--- src/common/sdu_map.svh ---
// register offsets, field positions, reset values and counts of the update controller
`ifndef SDU_MAP_SVH
`define SDU_MAP_SVH
`define SDU_ADDR_CTRL    3'h0
`define SDU_ADDR_DIVA    3'h1
`define SDU_ADDR_DIVB    3'h2
`define SDU_ADDR_PHASE   3'h3
`define SDU_ADDR_CAL     3'h4
`define SDU_ADDR_PWMPER  3'h5
`define SDU_BIT_EXT_A    0
`define SDU_BIT_RD_A     2
`define SDU_BIT_SYNC_A   7
`define SDU_BIT_BUSYSEL  9
`define SDU_DIV_LSB      6
`define SDU_DIV_MSB      11
`define SDU_CTRL_RST     16'h0000
`define SDU_DIV_RST      6'h06
`define SDU_PHASE_RST    7'h00
`define SDU_CAL_RST      5'h00
`define SDU_PWMPER_RST   16'h0180
`define SDU_BUSY_PERIODS 3'h4
`define SDU_SLICES       128
`define SDU_OSR          64
`endif

--- src/common/sdu_pkg.sv ---
// types shared by both ends of the update controller
package sdu_pkg;
  typedef enum logic [1:0]
  {
    SDU_INTERNAL = 2'b00,
    SDU_EXTERNAL = 2'b01,
    SDU_READ     = 2'b10
  } sdu_mode_type;
  typedef struct packed
  {
    logic        bank;
    logic [47:0] data;
  } sdu_word_type;
endpackage

--- src/common/sdu_link_if.sv ---
// link between the processor/pwm side and the conversion update controller
`timescale 1ns/1ps
interface sdu_link_if;
  logic                 wr_en;
  logic [2:0]           wr_addr;
  logic [15:0]          wr_data;
  logic                 pwm_sync;
  logic                 convert_start_pin;
  logic                 busy;
  logic                 res_valid;
  logic                 res_ready;
  sdu_pkg::sdu_word_type res_word;
  modport device (input wr_en, wr_addr, wr_data, pwm_sync, convert_start_pin, res_ready,
                  output busy, res_valid, res_word);
  modport host   (output wr_en, wr_addr, wr_data, pwm_sync, convert_start_pin, res_ready,
                  input busy, res_valid, res_word);
endinterface

--- src/sdu_device.sv ---
// conversion update controller: bank timing, sinc3 decimation, data registers, result buffer
`timescale 1ns/1ps
`include "sdu_map.svh"

// Summary of operation
// - control bits 0/1 pick external start
// - external edge latches bank data quickly
// - internal mode uses bank's own divider
// - read bits 2/3 refresh every two cycles
// - internal only when both bits clear
// - divider keeps bits 11:6, rate clk/value
// - software writes dividers 0x180..0xFC0 only
// - modulator runs 64 times update rate
// - bits 7/8 lock banks to pwm
// - equal period and divider: update each period
// - start lags sync by (128-phase)/128 period
// - phase offset valid in single update only
// - lock holds when rate is a multiple
// - result is 16-bit left-justified two's complement
// - sinc3, length 64, one word per period
// - filter latency about 1.5 periods
// - calibration register, one bit per channel
// - calibrating channel tied to reference
// - software stores and subtracts offset code
// - writes raise busy for four periods, except a write to an unused offset or to the divider that bit 9 does not pick
// - update pulse per bank, none in read
module sdu_device #(
  parameter int DEPTH = 2
) (
  input  wire logic          clk_sys_i,
  input  wire logic          arst_n_i,
  sdu_link_if.device         link,
  input  wire logic [4:0]    mod_bit_i,
  output logic      [4:0]    cal_tie_o,
  output logic      [1:0]    mod_strobe_o,
  output logic      [1:0]    bank_update_o,
  output logic      [79:0]   result_o,
  output logic      [1:0]    overrun_o
);
  // ----------------------------------------------------------------
  // registers
  // ----------------------------------------------------------------
  logic [15:0] ctrl_q;
  logic [5:0]  div_q [2];
  logic [6:0]  phase_q;
  logic [4:0]  cal_q;

  always_ff @(posedge clk_sys_i or negedge arst_n_i)
  begin
    if (!arst_n_i)
    begin
      ctrl_q   <= `SDU_CTRL_RST;
      div_q[0] <= `SDU_DIV_RST;
      div_q[1] <= `SDU_DIV_RST;
      phase_q  <= `SDU_PHASE_RST;
      cal_q    <= `SDU_CAL_RST;
    end
    else if (link.wr_en)
    begin
      case (link.wr_addr)
        `SDU_ADDR_CTRL:  ctrl_q <= link.wr_data;
        `SDU_ADDR_DIVA:  div_q[0] <= link.wr_data[`SDU_DIV_MSB:`SDU_DIV_LSB];
        `SDU_ADDR_DIVB:  div_q[1] <= link.wr_data[`SDU_DIV_MSB:`SDU_DIV_LSB];
        `SDU_ADDR_PHASE: phase_q <= link.wr_data[6:0];
        `SDU_ADDR_CAL:   cal_q <= link.wr_data[4:0];
        default:         ctrl_q <= ctrl_q;
      endcase
    end
  end

  function automatic sdu_pkg::sdu_mode_type bank_mode(input logic [15:0] c, input int b);
    if (c[`SDU_BIT_RD_A + b])
      bank_mode = sdu_pkg::SDU_READ;      // read overrides start source
    else if (c[`SDU_BIT_EXT_A + b])
      bank_mode = sdu_pkg::SDU_EXTERNAL;
    else
      bank_mode = sdu_pkg::SDU_INTERNAL;
  endfunction

  // ----------------------------------------------------------------
  // pin synchronisers
  // ----------------------------------------------------------------
  logic [6:0] meta_q;
  logic [6:0] sync_q;
  logic       conv_prev_q;
  logic       conv_rise;

  always_ff @(posedge clk_sys_i or negedge arst_n_i)
  begin
    if (!arst_n_i)
    begin
      meta_q      <= 7'h00;
      sync_q      <= 7'h00;
      conv_prev_q <= 1'b0;
    end
    else
    begin
      meta_q      <= {link.pwm_sync, link.convert_start_pin, mod_bit_i};
      sync_q      <= meta_q;
      conv_prev_q <= sync_q[5];
    end
  end
  assign conv_rise = sync_q[5] & ~conv_prev_q;

  // ----------------------------------------------------------------
  // per-bank timing
  // ----------------------------------------------------------------
  logic [1:0]  conv_evt;
  logic [1:0]  latch_evt;
  logic [1:0]  period_tick;
  logic [1:0]  mod_en;
  logic [1:0]  pend_q;
  logic [1:0]  pwm_rise;
  logic        pwm_prev_q;

  always_ff @(posedge clk_sys_i or negedge arst_n_i)
  begin
    if (!arst_n_i)
      pwm_prev_q <= 1'b0;
    else
      pwm_prev_q <= sync_q[6];
  end

  for (genvar b = 0; b < 2; b++)
  begin : g_bank
    logic [11:0] cnt_q;
    logic [5:0]  mcnt_q;
    logic        half_q;
    logic [11:0] period;
    logic [11:0] target;
    logic [12:0] lag;
    logic        restart;
    sdu_pkg::sdu_mode_type mode;

    assign mode    = bank_mode(ctrl_q, b);
    assign period  = {(div_q[b] == 6'h00) ? 6'h01 : div_q[b], 6'h00};
    assign restart = ctrl_q[`SDU_BIT_SYNC_A + b] & pwm_rise[b];
    assign pwm_rise[b] = sync_q[6] & ~pwm_prev_q;
    // lag in cycles = (128 - phase) * period / 128, period already a multiple of 64
    assign lag     = 13'((8'd128 - {1'b0, phase_q}) * div_q[b]) >> 1;
    assign target  = (lag >= {1'b0, period}) ? 12'h000 : lag[11:0];
    // compare with >= so a shorter divider written mid-count cannot run the counter through 4096
    assign period_tick[b] = (cnt_q >= period - 12'h001);
    assign mod_en[b]      = (mcnt_q == 6'h00);

    always_ff @(posedge clk_sys_i or negedge arst_n_i)
    begin
      if (!arst_n_i)
      begin
        cnt_q  <= 12'h000;
        mcnt_q <= 6'h00;
        half_q <= 1'b0;
      end
      else
      begin
        // sync restart keeps lock also when the pwm period is a multiple
        cnt_q  <= (restart || period_tick[b]) ? 12'h000 : cnt_q + 12'h001;
        mcnt_q <= (restart || mcnt_q >= div_q[b] - 6'h01) ? 6'h00 : mcnt_q + 6'h01;
        half_q <= ~half_q;
      end
    end

    always_comb
    begin
      case (mode)
        sdu_pkg::SDU_EXTERNAL: conv_evt[b] = conv_rise;
        sdu_pkg::SDU_INTERNAL: conv_evt[b] = ctrl_q[`SDU_BIT_SYNC_A + b] ?
                                             (cnt_q == target) : period_tick[b];
        default:               conv_evt[b] = 1'b0;
      endcase
    end
    // read mode refreshes every second cycle and raises no update pulse
    assign latch_evt[b] = (mode == sdu_pkg::SDU_READ) ? half_q : conv_evt[b];
    assign bank_update_o[b] = conv_evt[b] & ~pend_q[b];
    assign mod_strobe_o[b]  = mod_en[b];
  end

  // ----------------------------------------------------------------
  // sinc3 decimation and data registers
  // ----------------------------------------------------------------
  assign cal_tie_o = cal_q;
  logic tone_q;

  always_ff @(posedge clk_sys_i or negedge arst_n_i)
  begin
    if (!arst_n_i)
      tone_q <= 1'b0;
    else
      tone_q <= ~tone_q;
  end

  for (genvar c = 0; c < 5; c++)
  begin : g_chan
    localparam int B = (c < 2) ? 0 : 1;
    logic signed [20:0] i1_q, i2_q, i3_q, d1_q, d2_q, d3_q, flt_q;
    logic signed [20:0] c1, c2, c3, x;
    logic        [15:0] data_q;
    logic               bit_in;

    // reference-tied input gives a balanced stream, i.e. the channel offset, only with an odd divider
    assign bit_in = cal_q[c] ? tone_q : sync_q[c];
    assign x  = bit_in ? 21'sd1 : -21'sd1;
    assign c1 = i3_q - d1_q;
    assign c2 = c1 - d2_q;
    assign c3 = c2 - d3_q;

    always_ff @(posedge clk_sys_i or negedge arst_n_i)
    begin
      if (!arst_n_i)
      begin
        {i1_q, i2_q, i3_q} <= '0;
        {d1_q, d2_q, d3_q, flt_q} <= '0;
        data_q <= 16'h0000;
      end
      else
      begin
        if (mod_en[B])
        begin
          i1_q <= i1_q + x;
          i2_q <= i2_q + i1_q;
          i3_q <= i3_q + i2_q;
        end
        // combs at the word rate: three stages give the ~1.5 period delay
        if (period_tick[B])
        begin
          d1_q  <= i3_q;
          d2_q  <= c1;
          d3_q  <= c2;
          flt_q <= c3;
        end
        if (latch_evt[B] && !pend_q[B])
          // +/-2^18 full scale; clamp the single positive overflow code
          data_q <= (flt_q >= 21'sd262144) ? 16'h7fff : flt_q[18:3];
      end
    end
    assign result_o[c*16 +: 16] = data_q;
  end

  // ----------------------------------------------------------------
  // busy flag
  // ----------------------------------------------------------------
  logic [2:0] busy_q;
  logic       bsel;
  logic       busy_wr;

  assign bsel    = ctrl_q[`SDU_BIT_BUSYSEL];
  assign busy_wr = link.wr_en && (link.wr_addr == `SDU_ADDR_CTRL || link.wr_addr == `SDU_ADDR_CAL ||
                   link.wr_addr == `SDU_ADDR_PHASE ||
                   link.wr_addr == (bsel ? `SDU_ADDR_DIVB : `SDU_ADDR_DIVA));

  always_ff @(posedge clk_sys_i or negedge arst_n_i)
  begin
    if (!arst_n_i)
      busy_q <= 3'h0;
    else if (busy_wr)
      busy_q <= `SDU_BUSY_PERIODS; // write restarts the count
    else if (busy_q != 3'h0 && period_tick[bsel])
      busy_q <= busy_q - 3'h1;
  end
  assign link.busy = (busy_q != 3'h0);

  // ----------------------------------------------------------------
  // result buffer
  // ----------------------------------------------------------------
  // a bank holds its data registers while its word waits, so no word is overwritten
  logic [1:0]            pend_seen_q;
  logic                  push;
  logic                  push_bank;
  logic                  full;
  logic                  empty;
  logic [1:0]            wptr_q, rptr_q;
  logic [$clog2(DEPTH):0] cnt_q;
  sdu_pkg::sdu_word_type mem_q [DEPTH];

  assign push_bank = ~pend_q[0];
  assign full      = (cnt_q == DEPTH);
  assign empty     = (cnt_q == '0);
  assign push      = (pend_q != 2'b00) && !full;

  always_ff @(posedge clk_sys_i or negedge arst_n_i)
  begin
    if (!arst_n_i)
    begin
      pend_q      <= 2'b00;
      pend_seen_q <= 2'b00;
    end
    else
    begin
      for (int b = 0; b < 2; b++)
      begin
        // the clearing push wins over a new conversion of the same bank, which is dropped
        if (conv_evt[b] && !pend_q[b])
          pend_q[b] <= 1'b1;
        else if (push && push_bank == b[0])
          pend_q[b] <= 1'b0;
        pend_seen_q[b] <= conv_evt[b] & pend_q[b];
      end
    end
  end
  assign overrun_o = pend_seen_q;

  always_ff @(posedge clk_sys_i or negedge arst_n_i)
  begin
    if (!arst_n_i)
    begin
      wptr_q <= 2'h0;
      rptr_q <= 2'h0;
      cnt_q  <= '0;
      for (int i = 0; i < DEPTH; i++)
        mem_q[i] <= '0;
    end
    else
    begin
      if (push)
      begin
        mem_q[wptr_q[$clog2(DEPTH)-1:0]] <= push_bank ?
          sdu_pkg::sdu_word_type'{1'b1, result_o[79:32]} :
          sdu_pkg::sdu_word_type'{1'b0, {16'h0000, result_o[31:0]}};
        wptr_q <= wptr_q + 2'h1;
      end
      if (link.res_ready && !empty)
        rptr_q <= rptr_q + 2'h1;
      cnt_q <= cnt_q + (push ? 1'b1 : 1'b0) - ((link.res_ready && !empty) ? 1'b1 : 1'b0);
    end
  end
  assign link.res_valid = !empty;
  assign link.res_word  = mem_q[rptr_q[$clog2(DEPTH)-1:0]];
endmodule

--- src/flat_wrapper.sv ---
// flat-port wrapper written by rule: the top's interface ports become plain ports
module sdu_device_flat 
#(
  parameter int DEPTH = 2
)
  (clk_sys_i, arst_n_i, mod_bit_i, cal_tie_o, mod_strobe_o, bank_update_o, result_o, overrun_o, link_wr_en, link_wr_addr, link_wr_data, link_pwm_sync, link_convert_start_pin, link_res_ready, link_busy, link_res_valid, link_res_word);
  sdu_link_if link_i ();
  input  wire logic clk_sys_i;
  input  wire logic arst_n_i;
  input  wire logic [4:0] mod_bit_i;
  output logic      [4:0] cal_tie_o;
  output logic      [1:0] mod_strobe_o;
  output logic      [1:0] bank_update_o;
  output logic      [79:0] result_o;
  output logic      [1:0] overrun_o;
  input wire logic [$bits(link_i.wr_en)-1:0] link_wr_en;
  input wire logic [$bits(link_i.wr_addr)-1:0] link_wr_addr;
  input wire logic [$bits(link_i.wr_data)-1:0] link_wr_data;
  input wire logic [$bits(link_i.pwm_sync)-1:0] link_pwm_sync;
  input wire logic [$bits(link_i.convert_start_pin)-1:0] link_convert_start_pin;
  input wire logic [$bits(link_i.res_ready)-1:0] link_res_ready;
  output wire logic [$bits(link_i.busy)-1:0] link_busy;
  output wire logic [$bits(link_i.res_valid)-1:0] link_res_valid;
  output wire logic [$bits(link_i.res_word)-1:0] link_res_word;
  assign link_i.wr_en = link_wr_en;
  assign link_i.wr_addr = link_wr_addr;
  assign link_i.wr_data = link_wr_data;
  assign link_i.pwm_sync = link_pwm_sync;
  assign link_i.convert_start_pin = link_convert_start_pin;
  assign link_i.res_ready = link_res_ready;
  assign link_busy = link_i.busy;
  assign link_res_valid = link_i.res_valid;
  assign link_res_word = link_i.res_word;
  sdu_device #(.DEPTH(DEPTH)) u_core (.clk_sys_i(clk_sys_i), .arst_n_i(arst_n_i), .link(link_i), .mod_bit_i(mod_bit_i), .cal_tie_o(cal_tie_o), .mod_strobe_o(mod_strobe_o), .bank_update_o(bank_update_o), .result_o(result_o), .overrun_o(overrun_o));
endmodule
--- config.mk ---
export PLATFORM = sky130hd
export DESIGN_NAME = sdu_device_flat
export DESIGN_NICKNAME = d
export VERILOG_FILES = /design/src/common/sdu_pkg.sv /design/src/common/sdu_link_if.sv /design/src/sdu_device.sv /design/src/flat_wrapper.sv
export VERILOG_INCLUDE_DIRS = /design/src /design/src/common
export SDC_FILE = /design/constraint.sdc
export NUM_CORES = 2
export LEC_CHECK = 0
export BUFFER_PORTS_ARGS = -buffer_cell sky130_fd_sc_hd__buf_2
export CAP_MARGIN = 20
export CORE_MARGIN = 2
export CORE_UTILIZATION = 62
export CTS_BUF_LIST = sky130_fd_sc_hd__clkbuf_16
export DETAILED_ROUTE_END_ITERATION = 10
export MAX_ROUTING_LAYER = met4
export PLACE_DENSITY = 0.82
export SYNTH_ARGS = -nofsm -noshare
export SYNTH_HDL_FRONTEND = slang
export SYNTH_SLANG_ARGS = --single-unit
--- constraint.sdc ---
create_clock -name clk_sys_i -period 15.4 [get_ports clk_sys_i]
set_input_delay 3.08 -clock clk_sys_i [delete_from_list [all_inputs] [get_ports clk_sys_i]]
set_output_delay 3.08 -clock clk_sys_i [all_outputs]
set_load 0.02 [all_outputs]
* Word-level counts from Yosys, hierarchy flattened
Index checks and enable logic that the tools add are counted.
W data, S select, Z words.
** Word-level totals
- Register bits after elaboration :: 1015
- Latch bits :: 0
- Memory bits (writable) :: 0
- Bits in read-only memories :: 0
- Bits of input ports :: 30
- Output and inout port bits :: 142
- Word-level logic and storage cells :: 248
- Memories kept :: 0
** Cells by class
- $add $sub $neg :: 44
- Multipliers :: 2
- Divide/modulo/power cells :: 0
- Order comparisons :: 15
- Equal/unequal tests :: 12
- Shift operators :: 0
- Muxes and demuxes :: 51
- Bitwise operators :: 17
- Reduce and logical (&&, ||, !) cells :: 40
** Operators with widths (number)
- $add A21 B21 Y21 :: 15
- $sub A21 B21 Y21 :: 15
- $mux W49 :: 5
- $ge A21 B20 Y1 const B :: 5
- $mux W21 :: 5
- $bwmux W98 :: 1
- $mux W16 :: 5
- $demux W49 S1 :: 1
- $ge A12 B12 Y1 :: 4
- $mux W12 :: 4
- $mul A13 B6 Y13 :: 2
- $add A12 B1 Y12 const B :: 2
- $eq A12 B12 Y1 :: 2
- $logic_not A6 Y1 :: 4
- $mux W6 :: 4
- $sub A12 B1 Y12 const B :: 2
- $mux W1 :: 19
- $add A6 B1 Y6 const B :: 2
- $ge A6 B6 Y1 :: 2
- $sub A6 B1 Y6 const B :: 2
- $logic_and A1 B1 Y1 :: 11
- $reduce_and A2 Y1 :: 5
- $sub A8 B7 Y9 const A :: 1
- $and A1 B1 Y1 :: 8
- 24 further kinds :: 55

* Logic depth before layout (Yosys ltp)
- Word-level depth :: 9
- Mapped depth :: 31

* Worst setup path before layout
Ideal clock, no wire load.
- Path kind :: reg2out
- Start :: register u_core.phase_q[0]
- End :: output bank_update_o[0]
- Arrival :: 6886 ps
- Path slack :: 5434 ps
- Stages on the path, launching flop included :: 29
- Buffers on the path :: 2
- Cells stage by stage :: dfrtp_1 -> clkinv_1 -> ha_1 -> inv_1 -> or3_1 -> xor2_1 -> clkbuf_1 -> and2_1 -> fa_1 -> inv_1 -> fa_1 -> fa_1 -> inv_1 -> ha_1 -> a21o_1 -> a211o_1 -> a2111o_1 -> a21oi_1 -> nand2b_1 -> ha_1 -> a21oi_1 -> o21ai_0 -> o21ai_0 -> clkbuf_1 -> o211ai_1 -> a222oi_1 -> nand4_1 -> and2_1 -> nor2_1
** Between the ends
- Longest elaborated chain between the ends :: 8
** RTL lines
- from (decl) :: line sdu_device.sv:45 : logic [6:0] phase_q;
- from (signal assigned) :: line sdu_device.sv:55 : phase_q <= `SDU_PHASE_RST;
- from (signal assigned) :: line sdu_device.sv:64 : `SDU_ADDR_PHASE: phase_q <= link.wr_data[6:0];
- $sub A8 B7 Y9 * :: line sdu_device.sv:140 : assign lag = 13'((8'd128 - {1'b0, phase_q}) * div_q[b]) >> 1;
- $mul A13 B6 Y13 * :: line sdu_device.sv:140
- $ge A12 B12 Y1 :: line sdu_device.sv:141 : assign target = (lag >= {1'b0, period}) ? 12'h000 : lag[11:0];
- $mux W12 * :: line sdu_device.sv:141
- $eq A12 B12 Y1 * :: line sdu_device.sv:168 : (cnt_q == target) : period_tick[b];
- $mux W1 * :: line sdu_device.sv:167 : sdu_pkg::SDU_INTERNAL: conv_evt[b] = ctrl_q[`SDU_BIT_SYNC_A + b] ?
- $pmux W1 S2 * :: line sdu_device.sv:165 : case (mode)
- $and A1 B1 Y1 * :: line sdu_device.sv:174 : assign bank_update_o[b] = conv_evt[b] & ~pend_q[b];
- to (decl) :: line flat_wrapper.sv:13 : output logic [1:0] bank_update_o;
Mark *: on every way between the ends. The rest lies on a longest branch, timed or not.

* Final worst setup path
- Start :: register u_core.phase_q[0]
- End :: output bank_update_o[1]
Same word-level chain as after synthesis.

==> flow_summary_export.csv <==
group,metric,value,unit
floorplan,initial_core_util,0.624,
floorplan,die_w,335,um
timing,max_slew.worst_pin.slew,1090,ps
detailed_routing,final_antenna_net_count,0,
floorplan,fp.dieArea,112000,sq um
synth,synth-edff-count,0,
synth,synth_top_family_by_area,"compound AO/OA/AOI/OAI gates",
clocking,numCtsBuffers,107,
clocking,cts_tree,"yes",
grt,track_usage,0.271,
critical_path,crit_type,"reg -> out",
synth,syn_area_per_cell,8.88,sq um
grt,grt_max_degree,212,
flow_run,drv_cap,0,
timing,finClkSkew,55.7,ps
min_path,hold_path_class,"reg -> reg",
grt,grt_pass1_wl,250000,um
detailed_routing,vias,53500,
floorplan,rows,121,
timing,setup_tns,0,ps
synth,synth_warnings,0,
detailed_routing,drt_wl_total,147000,um
critical_path,cp_slowest_stage_delay,680,ps
clocking,cts-htree-levels,3,
critical_path,crit_slowest_cell,"xor2_1",
detailed_routing,drtIter0Drc,3250,
timing,fin_crit,11850,ps
clocking,cts_setup_buffers,0,
timing,max_freq,84.4,MHz
synth,synth_cell_types,83,
floorplan,num_io_pins,172,
layout,drive_above_1_share,0.0712,
clocking,clk_pin_slew_worst_paths,60,ps
grt,grt_pass1_vias,52300,
critical_path,required,12320,ps
detailed_routing,routedWlPerCell,15.9,um
synth,synthFlopType,"dfrtp_1",
detailed_routing,firstDrtPassIters,7,
layout,nNetsFinal,8526,
grt,antenna_found_initial,2,
synth,synth-compound-area-share,0.188,
place,routabilityCongestion,0.898,
place,dp_hpwl,108000,um
timing,rsz0062_at_grt,"false",
timing,hold_viol,0,
timing,max-slew-margin-rel,0.265,
grt,grt-ovfl-total,0,
critical_path,startpoint_type,"register",
critical_path,crit_path_max_fanout,12,
synth,synth-seq-cells,995,
clocking,cts_hold_buf,0,
clocking,clock_path_buffers,3,
synth,synthMuxAreaShare,0.0260,
synth,synth-xor-area-share,0.0775,
critical_path,crit_arrival,8770,ps
clocking,clock_tree.root_cell,"clkbuf_16",
synth,ys_seq_area_frac,0.367,
floorplan,core,109000,sq um
clocking,cts_sinks,995,
clocking,clk_latency,720,ps
critical_path,cp-end-kind,"primary output",
timing,setup_viol,0,
synth,syn_nets,8443,
floorplan,die_h,335,um
place,io_buffers,167,
layout,synthToLayoutAreaGrowth,8.16,%
timing,fin_crit_sh,0.769,
clocking,cts_resized,0,
synth,synthArstFlopShare,1.00,
detailed_routing,avgViaCountPerCell,5.80,
synth,synth_fa_ha_area_frac,0.150,
run_status,status,"finished, final reports clean",
synth,synth-simple-area-share,0.145,
synth,syn_inst,7645,
timing,slew_viol_final,0,
detailed_routing,drcViolationCount,0,
synth,syn_area,67900,sq um
[worst paths after layout]
kind	start	end	slack, ps	cells after the start
max reg2reg	u_core.phase_q[0]	u_core.g_chan[2].data_q[10]	6030	29
min reg2reg	u_core.meta_q[3]	u_core.sync_q[3]	350	0
max	u_core.phase_q[0]	bank_update_o[1]	3550	28
max in group asynchronous	arst_n_i	u_core.pend_q[0]	9790	4
min in group asynchronous	arst_n_i	u_core.g_chan[4].i2_q[0]	2440	1
min	u_core.meta_q[3]	u_core.sync_q[3]	350	0
[state kept, by name, summed over array words and instances, names as in the netlist, 12 cells and up]
register and cells:
u_core.g_chan.d3_q 105, u_core.g_chan.data_q 80, u_core.div_q 12, u_core.mem_q 98, u_core.g_chan.i3_q 105, u_core.g_chan.d1_q 105
u_core.g_bank.cnt_q 24, u_core.g_chan.i1_q 105, u_core.g_chan.flt_q 90, u_core.g_chan.i2_q 105, u_core.g_chan.d2_q 105, u_core.g_bank.mcnt_q 12
[per-stage QoR]
step / instance area (sq um) / hold WS (ps) / cells / setup WS (ps) / util
after CTS: 73400 / 355 / 9224 / 3550 / 0.675
after global placement: 70000 / 332 / 9032 / 4290 / 0.644
after detailed placement: 70000 / 337 / 9032 / 4280 / 0.644
final: 73400 / 350 / 9227 / 3550 / 0.675
after floorplan: 67900 / 331 / 7645 / 5430 / -
after global routing: 73400 / 359 / 9225 / 2930 / 0.675
[worst max-delay path, delay by kind of cell, from the launching register on]
| family | cells | cell delay, ps |
|---|---|---|
| AOI/OAI and AO/OA | 10 | 2470 |
| xor gates and xnor gates | 2 | 950 |
| adders and majority gates | 6 | 2290 |
| buffers and inverters | 5 | 600 |
| DFF | 1 | 460 |
| and+or+nand+nor | 5 | 1310 |
[cell families after synthesis]
family | after synthesis
compound gates | 2099
xor+xnor | 591
fa+ha+maj | 768
buf+inv | 837
flops | 995
mux | 161
simple gates | 2194
[area by class of cell]
| cell class | count | area, sq um |
|---|---|---|
| Antenna cell | 2 | 5.00 |
| Clock inverter | 85 | 741 |
| Multi-Input combinational cell | 5813 | 39900 |
| Tap cell | 1414 | 1770 |
| Fill cell | 8381 | 35300 |
| Clock buffer | 107 | 2680 |
| Timing Repair Buffer | 208 | 1170 |
| Inverter | 603 | 2260 |
| Sequential cell | 995 | 24900 |
[placed cells by master (no fill, tap or decap), types with 108 or more instances in the layout]
cell      instances
a21o_1          181
a21oi_1         460
buf_2           166
dfrtp_1         989
ha_1            690
inv_1           619
mux2_2          120
nand2_1        1037
nand2b_1        108
nand3_1         110
nor2_1          458
o21ai_0         861
xnor2_1         376
xor2_1          209
[layer usage]
layer  global-route usage  vias to the layer above  share of wire
li1                     -                    26600              -
met1                0.358                    25600           0.46
met5                    -                        -              0
met2                0.446                     1059           0.47
met4               0.0668                        0          0.021
met3               0.0314                      219          0.048
[Yosys cell counts (all sizes together), types with 22 or more instances]
library cell / instances / area [sq um]
a21boi: 37 / 278
nor2: 458 / 1720
clkbuf: 199 / 747
ha: 690 / 8630
xnor2: 376 / 3290
o31ai: 56 / 420
nand3: 110 / 551
xor2: 209 / 1830
mux2: 120 / 1350
and2: 105 / 657
a21o: 182 / 1370
nand4: 26 / 163
fa: 78 / 1560
nand2b: 108 / 676
a41oi: 25 / 219
o21bai: 68 / 510
a211o: 23 / 201
a31oi: 49 / 322
nor2b: 74 / 463
o22a: 48 / 420
o21ai: 864 / 4320
and3: 62 / 388
a21oi: 461 / 2310
inv: 602 / 2260
mux2i: 41 / 410
a211oi: 38 / 285
o21a: 67 / 503
buf: 35 / 165
dfrtp: 991 / 24800
nor3: 107 / 536
nand2: 1039 / 3900
a31o: 22 / 193
Power is not shown: default switching activity piles up to over one toggle a cycle in this logic, so the estimate is an artifact.
